File: src/verilog/ebu_pkg.sv
// package: constants and carrier types for the emulation breakpoint unit
// Overview of operation
// - capture debug_irq_input at reset release; low selects emulation mode
// - after reset, each falling edge of debug_irq_input raises level seven interrupt
// - in emulation mode keep boot_chip_select deasserted during reset vector fetch
// - emulation reset fetch returns PC 0xFFFC0020 and SSP 0xFFFCFFFC
// - monitor_chip_select covers 0xFFFC0000..0xFFFDFFFF as an 8-bit port
// - monitor region up to 0xFFFCFFFF gets internal acknowledge, data on D[15:8]
// - debug_irq_input high during reset disables the emulation block except the falling-edge level seven interrupt
// - one 32-bit address comparator and one control comparator
// - single mode: breakpoint pin is output, qualified by strobe, whole cycle
// - multiple mode: breakpoint pin is input ANDed with masked internal compare
// - execution breakpoint substitutes opcode 0xA000 at breakpoint location
// - A-line vector fetch after insertion asserts breakpoint signal; single mode only, 0x28 read after its first clock, 0x2A read's first clock
// - vector fetch is reads at 0x28 then 0x2A; only after active insertion
// - program/data indicator low for function code x01, high for x10
// - hard_map_disable clear: level seven vector is 0xFFFC0010
// - each level seven source has a status bit cleared by writing one
// - trap opcode only on instruction fetches matching breakpoint address
// - mask bit one forces its address compare bit to match
package ebu_pkg;
  localparam logic [31:0] RESET_PC = 32'hFFFC0020;
  localparam logic [31:0] RESET_SSP = 32'hFFFCFFFC;
  localparam logic [31:0] MON_BASE = 32'hFFFC0000;
  localparam logic [31:0] MON_LAST = 32'hFFFDFFFF;
  localparam logic [31:0] MON_ACK_LAST = 32'hFFFCFFFF;
  localparam logic [31:0] L7_VECTOR = 32'hFFFC0010;
  localparam logic [15:0] TRAP_OPCODE = 16'hA000;
  localparam logic [31:0] ALINE_VEC_HI = 32'h00000028;
  localparam logic [31:0] ALINE_VEC_LO = 32'h0000002A;
  localparam logic [1:0] FC_DATA = 2'h1;
  localparam logic [1:0] FC_PROG = 2'h2;
  localparam int STAT_W = 3;
  localparam int STAT_EXT = 0;
  localparam int STAT_PROG = 1;
  localparam int STAT_BUS = 2;

  typedef struct packed {
    logic [31:0] addr;
    logic [2:0] function_code;
    logic rd_wr;    // 1 = read
    logic as_n;
    logic vec_fetch; // reset vector fetch cycle
  } ebu_bus_t;

  typedef struct packed {
    logic single_break_select;
    logic program_break_enable;
    logic compare_enable;
    logic bus_break_irq_enable;
    logic hard_map_disable;
  } ebu_ctrl_t;

  typedef struct packed {
    logic rw_cmp;
    logic pd_cmp;
    logic rw_mask;
    logic pd_mask;
  } ebu_cyc_t;
endpackage

File: src/verilog/ebu_unit.sv
// module: emulation breakpoint unit logic
`timescale 1ns/1ps
module ebu_unit
(
  input wire logic clk, // 200 MHz system clock
  input wire logic nrst, // async reset, active low
  input wire logic debug_irq_input, // emulator request pin
  input wire ebu_pkg::ebu_bus_t bus, // core bus cycle
  input wire logic [15:0] core_data, // data arriving toward the core
  input wire ebu_pkg::ebu_ctrl_t emulation_control_reg, // control bits
  input wire logic [31:0] addr_compare_bits, // compare address
  input wire logic [31:0] addr_mask_bits, // 1 = don't care
  input wire ebu_pkg::ebu_cyc_t cyc_cmp, // control compare and mask
  input wire logic [ebu_pkg::STAT_W-1:0] status_w1c, // write one to clear
  input wire logic boot_cs_req, // normal boot select request
  input wire logic breakpoint_signal_i, // pin input level
  output logic breakpoint_signal_o, // pin drive level
  output logic breakpoint_signal_oe, // pin drive enable
  output logic emu_mode, // captured emulation mode
  output logic boot_chip_select, // boot select after gating
  output logic monitor_chip_select, // monitor select
  output logic monitor_port_8bit, // monitor is 8-bit on upper lanes
  output logic monitor_ack, // internal bus acknowledge
  output logic [15:0] data_to_core, // data delivered to the core
  output logic level_seven_interrupt, // level 7 request
  output logic [31:0] l7_vector, // level 7 vector address
  output logic l7_vector_valid, // vector is hard-coded
  output logic [ebu_pkg::STAT_W-1:0] emulation_status_reg, // sticky sources
  output logic program_data // high program, low data
);
  // ---------------------------------------------------------------
  // mode capture and irq pin synchroniser
  // ---------------------------------------------------------------
  logic rst_seen_r;
  logic emu_r;
  logic sync1_r;
  logic sync2_r;
  logic sync3_r;
  // the pin level must stay out of the async reset; catch it at first edge
  always_ff @(posedge clk or negedge nrst)
  begin
    if (!nrst)
    begin
      rst_seen_r <= 1'b0;
      emu_r <= 1'b0;
    end
    else if (!rst_seen_r)
    begin
      rst_seen_r <= 1'b1;
      emu_r <= ~debug_irq_input;
    end
  end
  assign emu_mode = emu_r;

  always_ff @(posedge clk or negedge nrst)
  begin
    if (!nrst)
    begin
      sync1_r <= 1'b1;
      sync2_r <= 1'b1;
      sync3_r <= 1'b1;
    end
    else if (!rst_seen_r)
    begin
      // preload with the pin so a pin held low through reset is not taken as an edge
      sync1_r <= debug_irq_input;
      sync2_r <= debug_irq_input;
      sync3_r <= debug_irq_input;
    end
    else
    begin
      sync1_r <= debug_irq_input;
      sync2_r <= sync1_r;
      sync3_r <= sync2_r;
    end
  end
  wire irq_fall = rst_seen_r & sync3_r & ~sync2_r;

  // ---------------------------------------------------------------
  // address decode and reset vector
  // ---------------------------------------------------------------
  wire cyc_on = ~bus.as_n;
  wire in_mon = (bus.addr >= ebu_pkg::MON_BASE) && (bus.addr <= ebu_pkg::MON_LAST);
  wire in_ack = (bus.addr >= ebu_pkg::MON_BASE) && (bus.addr <= ebu_pkg::MON_ACK_LAST);
  assign monitor_chip_select = emu_r & cyc_on & in_mon;
  assign monitor_port_8bit = monitor_chip_select;
  assign monitor_ack = emu_r & cyc_on & in_ack;
  assign boot_chip_select = boot_cs_req & ~(emu_r & bus.vec_fetch);
  // reset vector words: 0,2 -> SSP; 4,6 -> PC
  wire [31:0] rv_long = bus.addr[2] ? ebu_pkg::RESET_PC : ebu_pkg::RESET_SSP;
  wire [15:0] rv_word = bus.addr[1] ? rv_long[15:0] : rv_long[31:16];
  assign program_data = bus.function_code[1];

  // ---------------------------------------------------------------
  // breakpoint compare
  // ---------------------------------------------------------------
  wire addr_hit = &((bus.addr ~^ addr_compare_bits) | addr_mask_bits);
  wire is_prog = (bus.function_code[1:0] == ebu_pkg::FC_PROG);
  wire rw_ok = cyc_cmp.rw_mask | (cyc_cmp.rw_cmp == bus.rd_wr);
  wire pd_ok = cyc_cmp.pd_mask | (cyc_cmp.pd_cmp == is_prog);
  wire ext_ok = emulation_control_reg.single_break_select | breakpoint_signal_i;
  wire cmp_on = emu_r & emulation_control_reg.compare_enable & cyc_on;
  wire bus_match = cmp_on & addr_hit & rw_ok & pd_ok & ext_ok;
  wire prog_match = cmp_on & addr_hit & is_prog & ext_ok
    & emulation_control_reg.program_break_enable;
  wire insert = prog_match & bus.rd_wr;

  // ---------------------------------------------------------------
  // A-line vector fetch tracking
  // ---------------------------------------------------------------
  typedef enum logic [1:0] {ST_IDLE, ST_ARMED, ST_HI_SEEN} ebu_st_t;
  ebu_st_t st_r;
  ebu_st_t st_nxt;
  logic as_d_r;
  wire cyc_start = cyc_on & as_d_r;
  wire rd_hi = cyc_start & bus.rd_wr & (bus.addr == ebu_pkg::ALINE_VEC_HI);
  wire rd_lo = cyc_start & bus.rd_wr & (bus.addr == ebu_pkg::ALINE_VEC_LO);
  always_comb
  begin
    st_nxt = st_r;
    case (st_r)
      ST_IDLE: if (insert) st_nxt = ST_ARMED;
      ST_ARMED: if (rd_hi) st_nxt = ST_HI_SEEN;
      ST_HI_SEEN:
      begin
        if (rd_lo) st_nxt = ST_IDLE;
        else if (cyc_start) st_nxt = ST_ARMED;
      end
      default: st_nxt = ST_IDLE;
    endcase
  end
  wire aline_hit = (st_r == ST_HI_SEEN) & rd_lo;
  wire in_vec = (st_r == ST_HI_SEEN) & cyc_on;

  always_ff @(posedge clk or negedge nrst)
  begin
    if (!nrst)
    begin
      st_r <= ST_IDLE;
      as_d_r <= 1'b1;
    end
    else
    begin
      st_r <= emu_r ? st_nxt : ST_IDLE;
      as_d_r <= bus.as_n;
    end
  end

  // ---------------------------------------------------------------
  // pin drive and data substitution
  // ---------------------------------------------------------------
  assign breakpoint_signal_oe = emu_r & emulation_control_reg.single_break_select;
  assign breakpoint_signal_o = breakpoint_signal_oe & (bus_match | in_vec);
  wire [15:0] mon_data = {core_data[15:8], 8'h00};
  wire [15:0] data_nxt = (emu_r & bus.vec_fetch) ? rv_word
    : insert ? ebu_pkg::TRAP_OPCODE
    : monitor_chip_select ? mon_data : core_data;
  always_ff @(posedge clk or negedge nrst)
  begin
    if (!nrst)
      data_to_core <= 16'h0000;
    else
      data_to_core <= data_nxt;
  end

  // ---------------------------------------------------------------
  // level seven sources, set wins over write-one clear
  // ---------------------------------------------------------------
  logic [ebu_pkg::STAT_W-1:0] stat_r;
  logic bus_hit_d_r;
  wire bus_rise = bus_match & ~bus_hit_d_r & emulation_control_reg.bus_break_irq_enable;
  wire [ebu_pkg::STAT_W-1:0] stat_set = {bus_rise, aline_hit, irq_fall};
  always_ff @(posedge clk or negedge nrst)
  begin
    if (!nrst)
    begin
      stat_r <= '0;
      bus_hit_d_r <= 1'b0;
    end
    else
    begin
      stat_r <= stat_set | (stat_r & ~status_w1c);
      bus_hit_d_r <= bus_match;
    end
  end
  assign emulation_status_reg = stat_r;
  assign level_seven_interrupt = |stat_r;
  assign l7_vector = ebu_pkg::L7_VECTOR;
  assign l7_vector_valid = ~emulation_control_reg.hard_map_disable;

  // ---------------------------------------------------------------
  // checks
  // ---------------------------------------------------------------
  a_mode_capture: assert property (@(posedge clk) disable iff (!nrst)
    $rose(rst_seen_r) |-> emu_r == ~$past(debug_irq_input))
    else $error("mode not captured from pin");
  a_irq_edge: assert property (@(posedge clk) disable iff (!nrst)
    (rst_seen_r && $fell(debug_irq_input)) |-> ##3 stat_r[ebu_pkg::STAT_EXT])
    else $error("falling edge lost");
  a_boot_gated: assert property (@(posedge clk) disable iff (!nrst)
    (emu_r && bus.vec_fetch) |-> !boot_chip_select)
    else $error("boot select during emulation vector fetch");
  a_reset_vec: assert property (@(posedge clk) disable iff (!nrst)
    (emu_r && bus.vec_fetch && bus.addr[2:1] == 2'h2) |=> data_to_core == 16'hFFFC)
    else $error("wrong reset PC high word");
  a_mon_select: assert property (@(posedge clk) disable iff (!nrst)
    monitor_chip_select |-> (bus.addr[31:17] == 15'h7FFE) && emu_r)
    else $error("monitor select outside region");
  a_mon_ack: assert property (@(posedge clk) disable iff (!nrst)
    monitor_ack |-> monitor_chip_select && bus.addr[16] == 1'b0)
    else $error("ack outside 64K monitor");
  a_disabled: assert property (@(posedge clk) disable iff (!nrst)
    !emu_r |-> !monitor_chip_select && !breakpoint_signal_oe && st_r == ST_IDLE)
    else $error("emulation logic active while disabled");
  a_trap_insert: assert property (@(posedge clk) disable iff (!nrst)
    (insert && !bus.vec_fetch) |=> data_to_core == 16'hA000)
    else $error("trap opcode not inserted");
  a_bkpt_pin: assert property (@(posedge clk) disable iff (!nrst)
    breakpoint_signal_o |-> cyc_on && emulation_control_reg.single_break_select)
    else $error("breakpoint pin outside strobe");
  a_aline_order: assert property (@(posedge clk) disable iff (!nrst)
    $rose(stat_r[ebu_pkg::STAT_PROG]) |-> $past(st_r) == ST_HI_SEEN)
    else $error("program hit without vector fetch pair");
  a_pd_pin: assert property (@(posedge clk) disable iff (!nrst)
    (bus.function_code[1:0] == ebu_pkg::FC_DATA) |-> !program_data)
    else $error("data cycle shown as program");
endmodule // ebu_unit
File: config.mk
export PLATFORM = sky130hd
export DESIGN_NAME = ebu_unit
export DESIGN_NICKNAME = d
export VERILOG_FILES = /design/src/verilog/ebu_pkg.sv /design/src/verilog/ebu_unit.sv
export SDC_FILE = /design/constraint.sdc
export NUM_CORES = 1
export LEC_CHECK = 0
export ABC_AREA = 1
export BUFFER_PORTS_ARGS = -buffer_cell sky130_fd_sc_hd__buf_2
export CORE_MARGIN = 8
export CORE_UTILIZATION = 38
export CTS_BUF_LIST = sky130_fd_sc_hd__clkbuf_4
export CTS_CLUSTER_SIZE = 25
export DETAILED_ROUTE_END_ITERATION = 8
export MAX_ROUTING_LAYER = met4
export PLACE_DENSITY = 0.84
export SLEW_MARGIN = 30
export SYNTH_ARGS = -nofsm -noshare
export SYNTH_HDL_FRONTEND = slang
export SYNTH_SLANG_ARGS = --single-unit
File: constraint.sdc
create_clock -name clk -period 1.5 [get_ports clk]
set_clock_uncertainty 0.15 [all_clocks]
set_input_delay 0.075 -clock clk [delete_from_list [all_inputs] [get_ports clk]]
set_output_delay 0.075 -clock clk [all_outputs]
set_load 0.02 [all_outputs]
# Word level (Yosys, flattened, before mapping)
# Cells that the tools add are included.
[totals]
wordCells = 84
out_inout_bits = 61
regBits = 28
in_bits = 135
[op_classes]
mux = 13
bitwise_logic = 42
order_cmp = 3
reduce_logical = 6
eq_ne = 10
[ops]
columns = ["cell", "count"]
rows = [
  ["$eq A32 B6 Y1 const B", 2],
  ["$le A32 B32 Y1 const B", 2],
  ["$mux W16", 4],
  ["$ge A32 B32 Y1 const B", 1],
  ["$or A32 B32 Y32", 1],
  ["$reduce_and A32 Y1", 1],
  ["$xnor A32 B32 Y32", 1],
  ["$and A1 B1 Y1", 27],
  ["$mux W2", 5],
  ["$mux W8", 1],
  ["$ne A3 B3 Y1 const B", 2],
  ["$not A1 Y1", 6],
  ["$pmux W2 S3", 1],
  ["$eq A2 B2 Y1 const B", 2],
  ["$ne A4 B4 Y1 const B", 1],
  ["$or A1 B1 Y1", 4],
  ["$and A3 B3 Y3", 1],
  ["$not A3 Y3", 1],
  ["$or A3 B3 Y3", 1],
  ["$reduce_and A3 Y1", 1],
  ["$reduce_or A3 Y1", 1],
  ["$eq A1 B1 Y1", 2],
  ["$eq A2 B1 Y1 const B", 1],
  ["$logic_and A1 B1 Y1", 2],
  ["other kinds (2)", 3],
]

# Depth between registers and ports, before layout
# Gate-level depths: netlist of run 1.
[depth]
ltp_word = 11
mapped_depth = 11
depth_no_buf = 11

# Least setup slack after synthesis of run 1
# OpenSTA, ideal clock, no wires.
[synth_path]
kind = "reg2out"
startpoint = "register emu_r (netlist: emu_mode)"
endpoint = "output breakpoint_signal_o"
path_buffers = 0
setup_slack_ns = -0.427
stages_incl_launch_ff = 10
arrival_ns = 1.702
t_required_ns = 1.275
cell_sequence = "dfrtp_1 > nand2_1 > nor2_2 > nand2_1 > nor2_1 > nand2_1 > nor2_2 > nand3_1 > or2_1 > a21oi_1"
[synth_via]
elab_chain_len = 8
word_cells_on_any_way = 9
classes_between = "bitwise (9)"
[synth_rtl]
columns = ["element", "line_no", "rtl"]
rows = [
  ["start: declaration", "ebu_unit.sv:35", "logic emu_r;"],
  ["start signal: assignment", "ebu_unit.sv:50", "emu_r <= ~debug_irq_input;"],
  ["$and A1 B1 Y1 (2 in series)", "ebu_unit.sv:102", "wire cmp_on = emu_r & emulation_control_reg.compare_enable & cyc_on;"],
  ["$and A1 B1 Y1 (4 in series)", "ebu_unit.sv:103", "wire bus_match = cmp_on & addr_hit & rw_ok & pd_ok & ext_ok;"],
  ["$or A1 B1 Y1", "ebu_unit.sv:153", "assign breakpoint_signal_o = breakpoint_signal_oe & (bus_match | in_vec);"],
  ["$and A1 B1 Y1 *", "ebu_unit.sv:153", ""],
  ["end: declaration", "ebu_unit.sv:17", "output logic breakpoint_signal_o,"],
]
# Every way passes the cells marked *; elsewhere a longest branch is shown, timed or not.

# Worst setup path after layout of run 1
# Same ends and word-level chain as after synthesis.

==> results by group, run 1 <==
Yosys
  • Yosys cell types: 24
  • Avg Cell Area, Syn: 5.94 sq um
  • Ys async rst share: 1.00
  • Post-synth top cells: 120 x nand2_1, 95 x inv_1, 41 x nor2_1, 40 x nand3_1, 34 x buf_4
  • Top-count cell post-synth: nand2_1
  • EDFF count, synth: 0
  • Seq cells post-synth: 28
  • Post-Syn Instances: 437
  • Seq/Total Area, Yosys: 0.272
  • Top FF cell, synth: dfrtp_1
  • Top cell type's share of synthesized area: 0.231
  • Syn. warnings: 0
  • Post-Syn Area: 2600 sq um
  • Largest cells by area after synthesis: dfrtp_1 23%, nand2_1 17%, inv_1 14%
  • Cell taking the most area after synthesis: dfrtp_1

Global route
  • Met3 GRT Util: 0.0359
  • Most used routing layer: met2
  • Antenna violations before repair: 0
  • Largest net degree at the start of global routing: 29
  • Met2 Use GR: 0.437
  • Vias in the first global route: 3,971
  • Met1 usage: 0.256
  • All-layer global routing usage: 0.235
  • Total global routing overflow: 0
  • Global-route wire length before repair: 18.3 mm

Drt
  • Vias: 3,782
  • Drt initial violations: 151
  • Final antenna-violating net count: 0
  • Via/cell ratio: 4.70
  • Per-cell routed wire length: 14.8 microns
  • DRC: 0
  • Drt pass-1 iters: 5
  • DRT Wirelength: 11.9 mm

Power
  • Power per cell area: 565 nW/um^2
  • Register share of total power: 0.327
  • Peak VDD IR: 571 uV
  • Switching power: 0.976 mW
  • Leakage: 2.86 nW
  • Part of the power in combinational logic: 0.482
  • Clk network pwr share: 0.191
  • Switch share: 0.365
  • Total power draw: 2.67 mW
  • Int Power: 1.69 mW

Run status
  • Status: finished with violations
  • Failing checks: negative setup slack

Clock network
  • CTS buffer count: 3
  • CTS tree: built
  • Root Buffer: clkbuf_4
  • Bufs on Longest Clock Path: 2
  • Clock tree sinks: 28
  • CTS clk-pin slew, worst paths: 0.17 ns
  • H-tree depth: 1
  • Worst skew pair latency: 0.34 ns

Floorplan
  • Die Area: 9740 sq um
  • Die height: 98.7 microns
  • Core Region: 6720 sq um
  • FP Rows: 30
  • Die W: 98.7 microns
  • Starting Density: 0.387
  • Io pins: 196

Worst setup path
  • CP arrival: 1.95 ns
  • Crit path max fanout: 2
  • CP required: 1.27 ns
  • Crit path kind: flip-flop to output port
  • Crit. End Element: output port
  • Critical path launch point type: flip-flop

STA
  • Max Slew Vio Count: 0
  • Final Hold Viols: 0
  • Shortest period the worst path allows: 2.17 ns
  • RSZ-0062 raised after global routing: yes
  • Setup WS post-layout: -0.672 ns
  • Final setup viols: 27
  • Setup TNS: -7.94 ns
  • Least-Margin Pin Slew: 0.622 ns
  • Period utilization: 1.45
  • Max-slew headroom: 0.585
  • Fmax achieved: 460 MHz

Placement
  • PortBufs: 162
  • GP Congestion: 0.906
  • Pre-CTS WS: -0.262 ns
  • Detail Placement HPWL: 8.96 mm

Min path
  • Worst hold path class: primary input to flip-flop

Cells and area
  • Fillers: 557
  • Share of layout cells above drive strength 1: 0.430
  • Area Overhead vs Synth: 81.9%
  • Post-layout util: 0.703
  • Ant. Diodes: 0
  • Final net count: 861
  • Largest register FFs: 16

Run
  • Max-Cap Viols: 0
path summary, 6_finish.rpt:
path / startpoint / endpoint / slack [ns] / cells after the start
max in group asynchronous: nrst / emu_mode / 0.67 / 2
setup / recovery: emu_mode / breakpoint_signal_o / -0.67 / 10
min in group asynchronous: nrst / data_to_core[3] / 0.10 / 2
hold reg to reg: sync1_r / sync2_r / 0.37 / 2
hold / removal: bus[2] / st_r[0] / 0.08 / 6
setup reg to reg: emu_mode / data_to_core[8] / -0.37 / 12
final cells by class:
class	count	area, sq um	area share
Clock inverter	1	30.0	0.00636
Tap cell	80	100	0.0212
Sequential cell	28	707	0.150
Timing Repair Buffer	290	1930	0.408
Multi-Input combinational cell	308	1580	0.334
Clock buffer	3	22.5	0.00477
Inverter	95	359	0.0760
critical path, stage by stage (launching register included):
cell and delay [ns]:
dfrtp_2 0.40, nand2_2 0.06, nor2_2 0.12, nand2_1 0.08, nor2_1 0.10, nand2_1 0.08
nor2_2 0.13, nand3_2 0.10, or2_4 0.26, a21oi_4 0.13, buf_6 0.13
kinds of logic after synthesis:
logic type             after synthesis  share of synthesized area
AO/OA/AOI/OAI                       21                     0.0472
buffers and inverters              132                      0.240
flip-flops                          28                      0.272
AND/OR/NAND/NOR                    254                      0.438
other                                2                    0.00289
cells in the final DEF, fill, tap and decap left out, types with 10 or more instances in the layout:
cell type      count
buf_2            155
nand2_1          110
buf_4             97
inv_1             92
nor2_1            36
conb_1            33
nand3_1           29
dlygate4sd3_1     25
dfrtp_1           23
nand4_1           21
buf_6             10
per-stage QoR:
step | hold WS (ns) | instance area (sq um) | cells
3_3_place_gp | -0.0478 | 4100 | 765
3_5_place_dp | -0.0361 | 4100 | 765
4_1_cts | 0.0654 | 4620 | 803
2_1_floorplan | -0.371 | 2770 | 468
6_report | 0.0831 | 4720 | 805
5_1_grt | 0.118 | 4720 | 805
timing repair:
item	in CTS	in global routing
gates cloned	1	0
buffers inserted	14	7
pin swaps	6	11
endpoints found under the hold margin	53	0
endpoints found under the setup margin	26	27
hold buffers	25	0
resized for setup	41	23
power by group through the flow:
| stage | clock, mW | combinational (mW) | sequential (mW) |
|---|---|---|---|
| global placement | 0 | 1.06 | 0.874 |
| finish | 0.511 | 1.29 | 0.872 |
| CTS | 0.498 | 1.19 | 0.865 |
| global route | 0.535 | 1.40 | 0.876 |
| floorplan | 0 | 0.517 | 0.941 |
| detailed placement | 0 | 1.09 | 0.879 |
metal layers:
layer  share of wire  up-vias
met5               0        -
met4           0.017        0
met3           0.061       20
met2            0.54      198
met1            0.39     1695
li1                -     1869
Power figures use the tool's default switching activity.
==> inputs of run 2 (changes only) <==
--- a/config.mk
+++ b/config.mk
@@ -18,3 +18,4 @@
 export SYNTH_ARGS = -nofsm -noshare
 export SYNTH_HDL_FRONTEND = slang
 export SYNTH_SLANG_ARGS = --single-unit
+export TNS_END_PERCENT = 50
==> results by group, run 2 (synthesis results as in run 1) <==
Run status
  • Status: finished with violations
  • Failing checks: negative setup slack

Cells and area
  • Final net count: 857
  • Largest register FFs: 16
  • Area occupied by registers: 707 sq um
  • Share of layout cells above drive strength 1: 0.424
  • Area of the multi-input gates: 1560 sq um
  • Fillers: 553
  • Commonest non-fill, non-tap cell in the layout: buf_2
  • Ant. Diodes: 0
  • Fin cells: 801
  • Area Overhead vs Synth: 78.6%
  • Post-layout util: 0.690
  • Most frequent cells in the layout: 156 x buf_2, 111 x nand2_1, 97 x buf_4, 93 x inv_1, 37 x nor2_1

Drt
  • Metal3 WL: 728 microns
  • Per-cell routed wire length: 14.7 microns
  • DRC: 0
  • Routed met1 length: 4.41 mm
  • Wire length on met2: 6.26 mm
  • Vias: 3,810
  • Drt pass-1 iters: 4
  • Max Used Layer: met4
  • Final antenna-violating net count: 0
  • Via/cell ratio: 4.76
  • Drt initial violations: 131
  • DRT Wirelength: 11.8 mm

STA
  • Setup TNS: -5.84 ns
  • Setup WS post-layout: -0.634 ns
  • Max-slew headroom: 0.600
  • Fmax achieved: 469 MHz
  • Final Hold Viols: 0
  • Final setup viols: 27
  • Final hold slack: 0.0866 ns
  • Max Slew Vio Count: 0
  • Least-Margin Pin Slew: 0.599 ns
  • RSZ-0062 raised after global routing: yes
  • Period utilization: 1.42
  • Shortest period the worst path allows: 2.13 ns

Power
  • Leakage: 2.83 nW
  • Int Power: 1.67 mW
  • Peak VDD IR: 479 uV
  • Clk network pwr share: 0.194
  • Power per cell area: 574 nW/um^2
  • Register share of total power: 0.329
  • Part of the power in combinational logic: 0.477
  • Switching power: 0.989 mW
  • Switch share: 0.371

Floorplan
  • Io pins: 196
  • Die W: 98.7 microns
  • Die height: 98.7 microns
  • Core Region: 6720 sq um
  • FP Rows: 30
  • Die Area: 9740 sq um
  • Starting Density: 0.387

Global route
  • Global-route wire length before repair: 18.9 mm
  • Vias in the first global route: 4,176
  • Antenna violations before repair: 0
  • All-layer global routing usage: 0.243
  • Total global routing overflow: 0
  • Largest net degree at the start of global routing: 29

Worst setup path
  • CP required: 1.27 ns
  • Crit path max fanout: 2
  • Crit. End Element: output port
  • Worst path cell trace: nand2_2 > nor2_4 > nand2_2 > nor2_2 > nand2_1 > nor2_2 > nand3_2 > or2_4 > a21oi_4 > buf_6
  • CP top delay family: simple AND/OR/NAND/NOR gates
  • WP buf/inv: 1
  • Critical path launch point type: flip-flop
  • CP arrival: 1.91 ns
  • Max incr delay on CP: 0.40 ns
  • Crit path kind: flip-flop to output port
  • Slowest stage cell, crit path: dfrtp_2

Placement
  • Placed cells: 765
  • Detail Placement HPWL: 9.30 mm
  • PortBufs: 162
  • GP Congestion: 0.862

Clock network
  • Clock tree sinks: 28
  • CTS clk-pin slew, worst paths: 0.17 ns
  • CTS tree: built
  • Bufs on Longest Clock Path: 2
  • CTS buffer count: 3
  • Root Buffer: clkbuf_4
  • H-tree depth: 1
  • Worst skew pair latency: 0.35 ns

Min path
  • Worst hold path class: primary input to asynchronous set/reset pin

Run
  • Max-Cap Viols: 0
==> run 2: cell type report <==
type	count	area share
repair buffers	286	0.402
multi-input cells	308	0.335
flip-flops and latches	28	0.152
inverters	95	0.0769
well taps	80	0.0216
clock inverters	1	0.00647
clock buffers	3	0.00486
==> run 2: timing repair <==
item,CTS,global route
endpoints found under the setup margin,25,28
pin swaps,8,9
hold buffers,25,0
gates resized for setup,40,12
cloned,1,0
setup buffers,7,3
hold endpoints to repair,53,0
==> run 2: metal layers <==
| layer | vias to the layer above | GRT usage |
|---|---|---|
| li1 | 1862 | - |
| met4 | 0 | 0.105 |
| met5 | - | - |
| met1 | 1722 | 0.242 |
| met2 | 194 | 0.453 |
| met3 | 32 | 0.0444 |
==> run 2: worst reg2reg max path, cell delays in order, from the launching register on <==
cell and delay (ns):
dfrtp_2 0.40, nand2_2 0.07, nor2_4 0.10, nand2_2 0.06, nor2_2 0.09, nand2_1 0.08
nor2_2 0.14, nand3_2 0.11, buf_4 0.16, buf_4 0.13, nor2_4 0.08, buf_6 0.11
o21bai_1 0.05, nand2_1 0.06
==> run 2: path summary, 6_finish.rpt <==
check	slack (ns)	cells after the start	start	endpoint
max	-0.63	10	emu_mode	breakpoint_signal_o
min	0.09	2	nrst	data_to_core[9]
max reg2reg	-0.31	13	emu_mode	data_to_core[15]
min reg2reg	0.38	2	sync1_r	sync2_r
max in group asynchronous	0.66	2	nrst	emu_mode
min in group clk	0.09	6	bus[9]	emulation_status_reg[1]
==> run 2: metrics by stage <==
step                      power (mW)  instance area (sq um)  setup WS (ns)
after detailed placement        1.98                   4090         -0.342
after global placement          1.93                   4090         -0.284
after CTS                       2.60                   4600         -0.591
after floorplan                 1.46                   2760         -0.203
after global routing            2.81                   4640         -0.729
final                           2.66                   4640         -0.634
==> run 2: power groups by stage <==
stage               Combinational, mW  Clock, mW  Sequential (mW)
global route                     1.39      0.542            0.880
detailed placement               1.10          0            0.881
finish                           1.27      0.516            0.876
floorplan                       0.516          0            0.941
CTS                              1.22      0.507            0.867
global placement                 1.06          0            0.875
==> inputs of run 3 (changes only) <==
--- a/config.mk
+++ b/config.mk
@@ -5,15 +5,14 @@
 export SDC_FILE = /design/constraint.sdc
 export NUM_CORES = 1
 export LEC_CHECK = 0
-export ABC_AREA = 1
 export BUFFER_PORTS_ARGS = -buffer_cell sky130_fd_sc_hd__buf_2
 export CORE_MARGIN = 8
-export CORE_UTILIZATION = 38
+export CORE_UTILIZATION = 34
 export CTS_BUF_LIST = sky130_fd_sc_hd__clkbuf_4
 export CTS_CLUSTER_SIZE = 25
 export DETAILED_ROUTE_END_ITERATION = 8
 export MAX_ROUTING_LAYER = met4
-export PLACE_DENSITY = 0.84
+export PLACE_DENSITY = 0.83
 export SLEW_MARGIN = 30
 export SYNTH_ARGS = -nofsm -noshare
 export SYNTH_HDL_FRONTEND = slang
==> results by group, run 3 <==
Power
  • Peak VDD IR: 509 uV
  • Leakage: 1.84 nW
  • Power per cell area: 626 nW/um^2

Worst setup path
  • Levels on crit path: 6
  • Worst path cell trace: o2111ai_4 > nor4_2 > nand4_1 > nor2_2 > o21a_1 > buf_6
  • Max incr delay on CP: 0.42 ns
  • R2R depth: 8
  • Crit path kind: flip-flop to output port
  • Critical path launch point type: flip-flop
  • CP arrival: 1.73 ns
  • Crit. End Element: output port
  • Worst reg2reg endpoint: data_to_core[1]
  • WP buf/inv: 1
  • Crit path max fanout: 3
  • CP top delay family: simple AND/OR/NAND/NOR gates
  • Critical Path Sink: breakpoint_signal_o
  • Slowest stage cell, crit path: dfrtp_2
  • Crit. Startpoint: emu_mode
  • FF-to-FF Start: emu_mode
  • CP required: 1.27 ns
  • R2R setup slack: -0.27 ns

Yosys
  • Ys async rst share: 1.00
  • Post-Syn Area: 2020 sq um
  • Cell taking the most area after synthesis: dfrtp_1
  • Seq/Total Area, Yosys: 0.350
  • Post-Syn Instances: 229
  • Yosys cell types: 37
  • Avg Cell Area, Syn: 8.81 sq um
  • Seq cells post-synth: 28
  • Top cell type's share of synthesized area: 0.298
  • Syn. warnings: 0
  • Top FF cell, synth: dfrtp_1
  • Largest cells by area after synthesis: dfrtp_1 30%, xnor2_1 15%, buf_4 13%
  • EDFF count, synth: 0
  • Post-synth top cells: 34 x buf_4, 34 x xnor2_1, 24 x dfrtp_1, 24 x o22ai_1, 15 x nand2_1

Global route
  • Total global routing overflow: 0
  • Antenna violations before repair: 0
  • Global-route wire length before repair: 14.2 mm
  • All-layer global routing usage: 0.211
  • Largest net degree at the start of global routing: 29
  • Vias in the first global route: 2,843

Clock network
  • Worst skew pair latency: 0.32 ns
  • CTS buffer count: 3
  • Root Buffer: clkbuf_4
  • CTS clk-pin slew, worst paths: 0.14 ns
  • Bufs on Longest Clock Path: 2
  • H-tree depth: 1
  • CTS tree: built
  • Clock tree sinks: 28

Placement
  • Placed cells: 506
  • PortBufs: 162
  • Detail Placement HPWL: 7.60 mm
  • GP Congestion: 0.961

STA
  • Period utilization: 1.30
  • Least-Margin Pin Slew: 0.613 ns
  • Setup WS post-layout: -0.454 ns
  • Max-slew headroom: 0.592
  • RSZ-0062 raised after global routing: yes
  • Fmax achieved: 512 MHz
  • Max Slew Vio Count: 0
  • Shortest period the worst path allows: 1.95 ns
  • Final Hold Viols: 0
  • Final setup viols: 23

Run status
  • Failing checks: negative setup slack
  • Status: finished with violations

Drt
  • Drt pass-1 iters: 4
  • DRC: 0
  • Drt initial violations: 99
  • Via/cell ratio: 4.64
  • Vias: 2,503
  • Final antenna-violating net count: 0
  • DRT Wirelength: 9.08 mm
  • Per-cell routed wire length: 16.8 microns

Floorplan
  • Core Region: 5820 sq um
  • Io pins: 196
  • Die Area: 8660 sq um
  • Die W: 93.0 microns
  • Die height: 93.0 microns
  • FP Rows: 28
  • Starting Density: 0.347

Cells and area
  • Post-layout util: 0.625
  • Fin cells: 540
  • Commonest non-fill, non-tap cell in the layout: buf_2
  • Area Overhead vs Synth: 80.1%
  • Largest register FFs: 16
  • Ant. Diodes: 0
  • Share of layout cells above drive strength 1: 0.535
  • Final net count: 601
  • Most frequent cells in the layout: 156 x buf_2, 50 x buf_4, 34 x xnor2_1, 33 x conb_1

Run
  • Max-Cap Viols: 0

Min path
  • Worst hold path class: primary input to flip-flop
  • WHS Path Cells: 4
-- run 3: cell families after synthesis --
family / share of synthesized area
AO/OA/AOI/OAI: 0.162
XOR/XNOR: 0.148
buffers and inverters: 0.158
flip-flops: 0.350
multiplexers: 0.00558
other: 0.00372
AND/OR/NAND/NOR: 0.174
-- run 3: final cells by class --
type	count	area, sq um
tap	75	93.8
multi-input combinational	183	1230
fill	533	2180
timing repair buffer	237	1500
sequential	28	707
inverter	13	51.3
clock inverter	1	30.0
clock buffer	3	22.5
-- run 3: tightest hold or removal path: cells and delay by family --
kind	cells	cell delay, ns
AOI/OAI and AO/OA	1	0.07
and+or+nand+nor	1	0.07
buffers and inverters	2	0.24
-- run 3: power by group --
group	total, mW	switching (mW)	internal (mW)
combinational	0.956	0.496	0.460
clock	0.484	0.214	0.270
sequential	0.837	0.0216	0.815
total	2.28	0.731	1.55
-- run 3: through the flow --
stage	power (mW)	hold slack [ns]	TNS (ns)	setup slack, ns	cell area [sq um]
final	2.28	0.0100	-5.65	-0.454	3630
after global routing	2.41	0.0302	-8.31	-0.609	3630
after CTS	2.29	0.0159	-7.81	-0.537	3610
after detailed placement	1.69	-0.0147	-7.79	-0.476	3130
after global placement	1.68	-0.0359	-8.00	-0.430	3130
after floorplan	1.30	-0.371	-1.36	-0.145	2140
-- run 3: repair_timing --
action | CTS | global route
setup buffers | 7 | 1
pin swaps | 18 | 9
gates cloned | 1 | 0
endpoints found under the setup margin | 27 | 28
hold endpoints to repair | 52 | 0
hold buffers | 24 | 0
gates resized for setup | 35 | 7
-- run 3: how the worst min path moves through the flow --
stage / from / slack (ns) / endpoint
2_1_floorplan: nrst / -0.37 / bus_hit_d_r
3_3_place_gp: nrst / -0.04 / rst_seen_r
3_5_place_dp: nrst / -0.01 / emulation_status_reg[0]
4_1_cts: bus[7] / 0.02 / emulation_status_reg[1]
5_1_grt: bus[7] / 0.03 / emulation_status_reg[1]
6_report: bus[7] / 0.01 / emulation_status_reg[1]
-- run 3: metal layers --
metal  global-route usage  wire [microns]  vias up
met4               0.0255              65        0
met1                0.246            3600     1152
li1                     -               -     1219
met2                0.376            4700      126
met5                    -               0        -
met3               0.0417             713        6
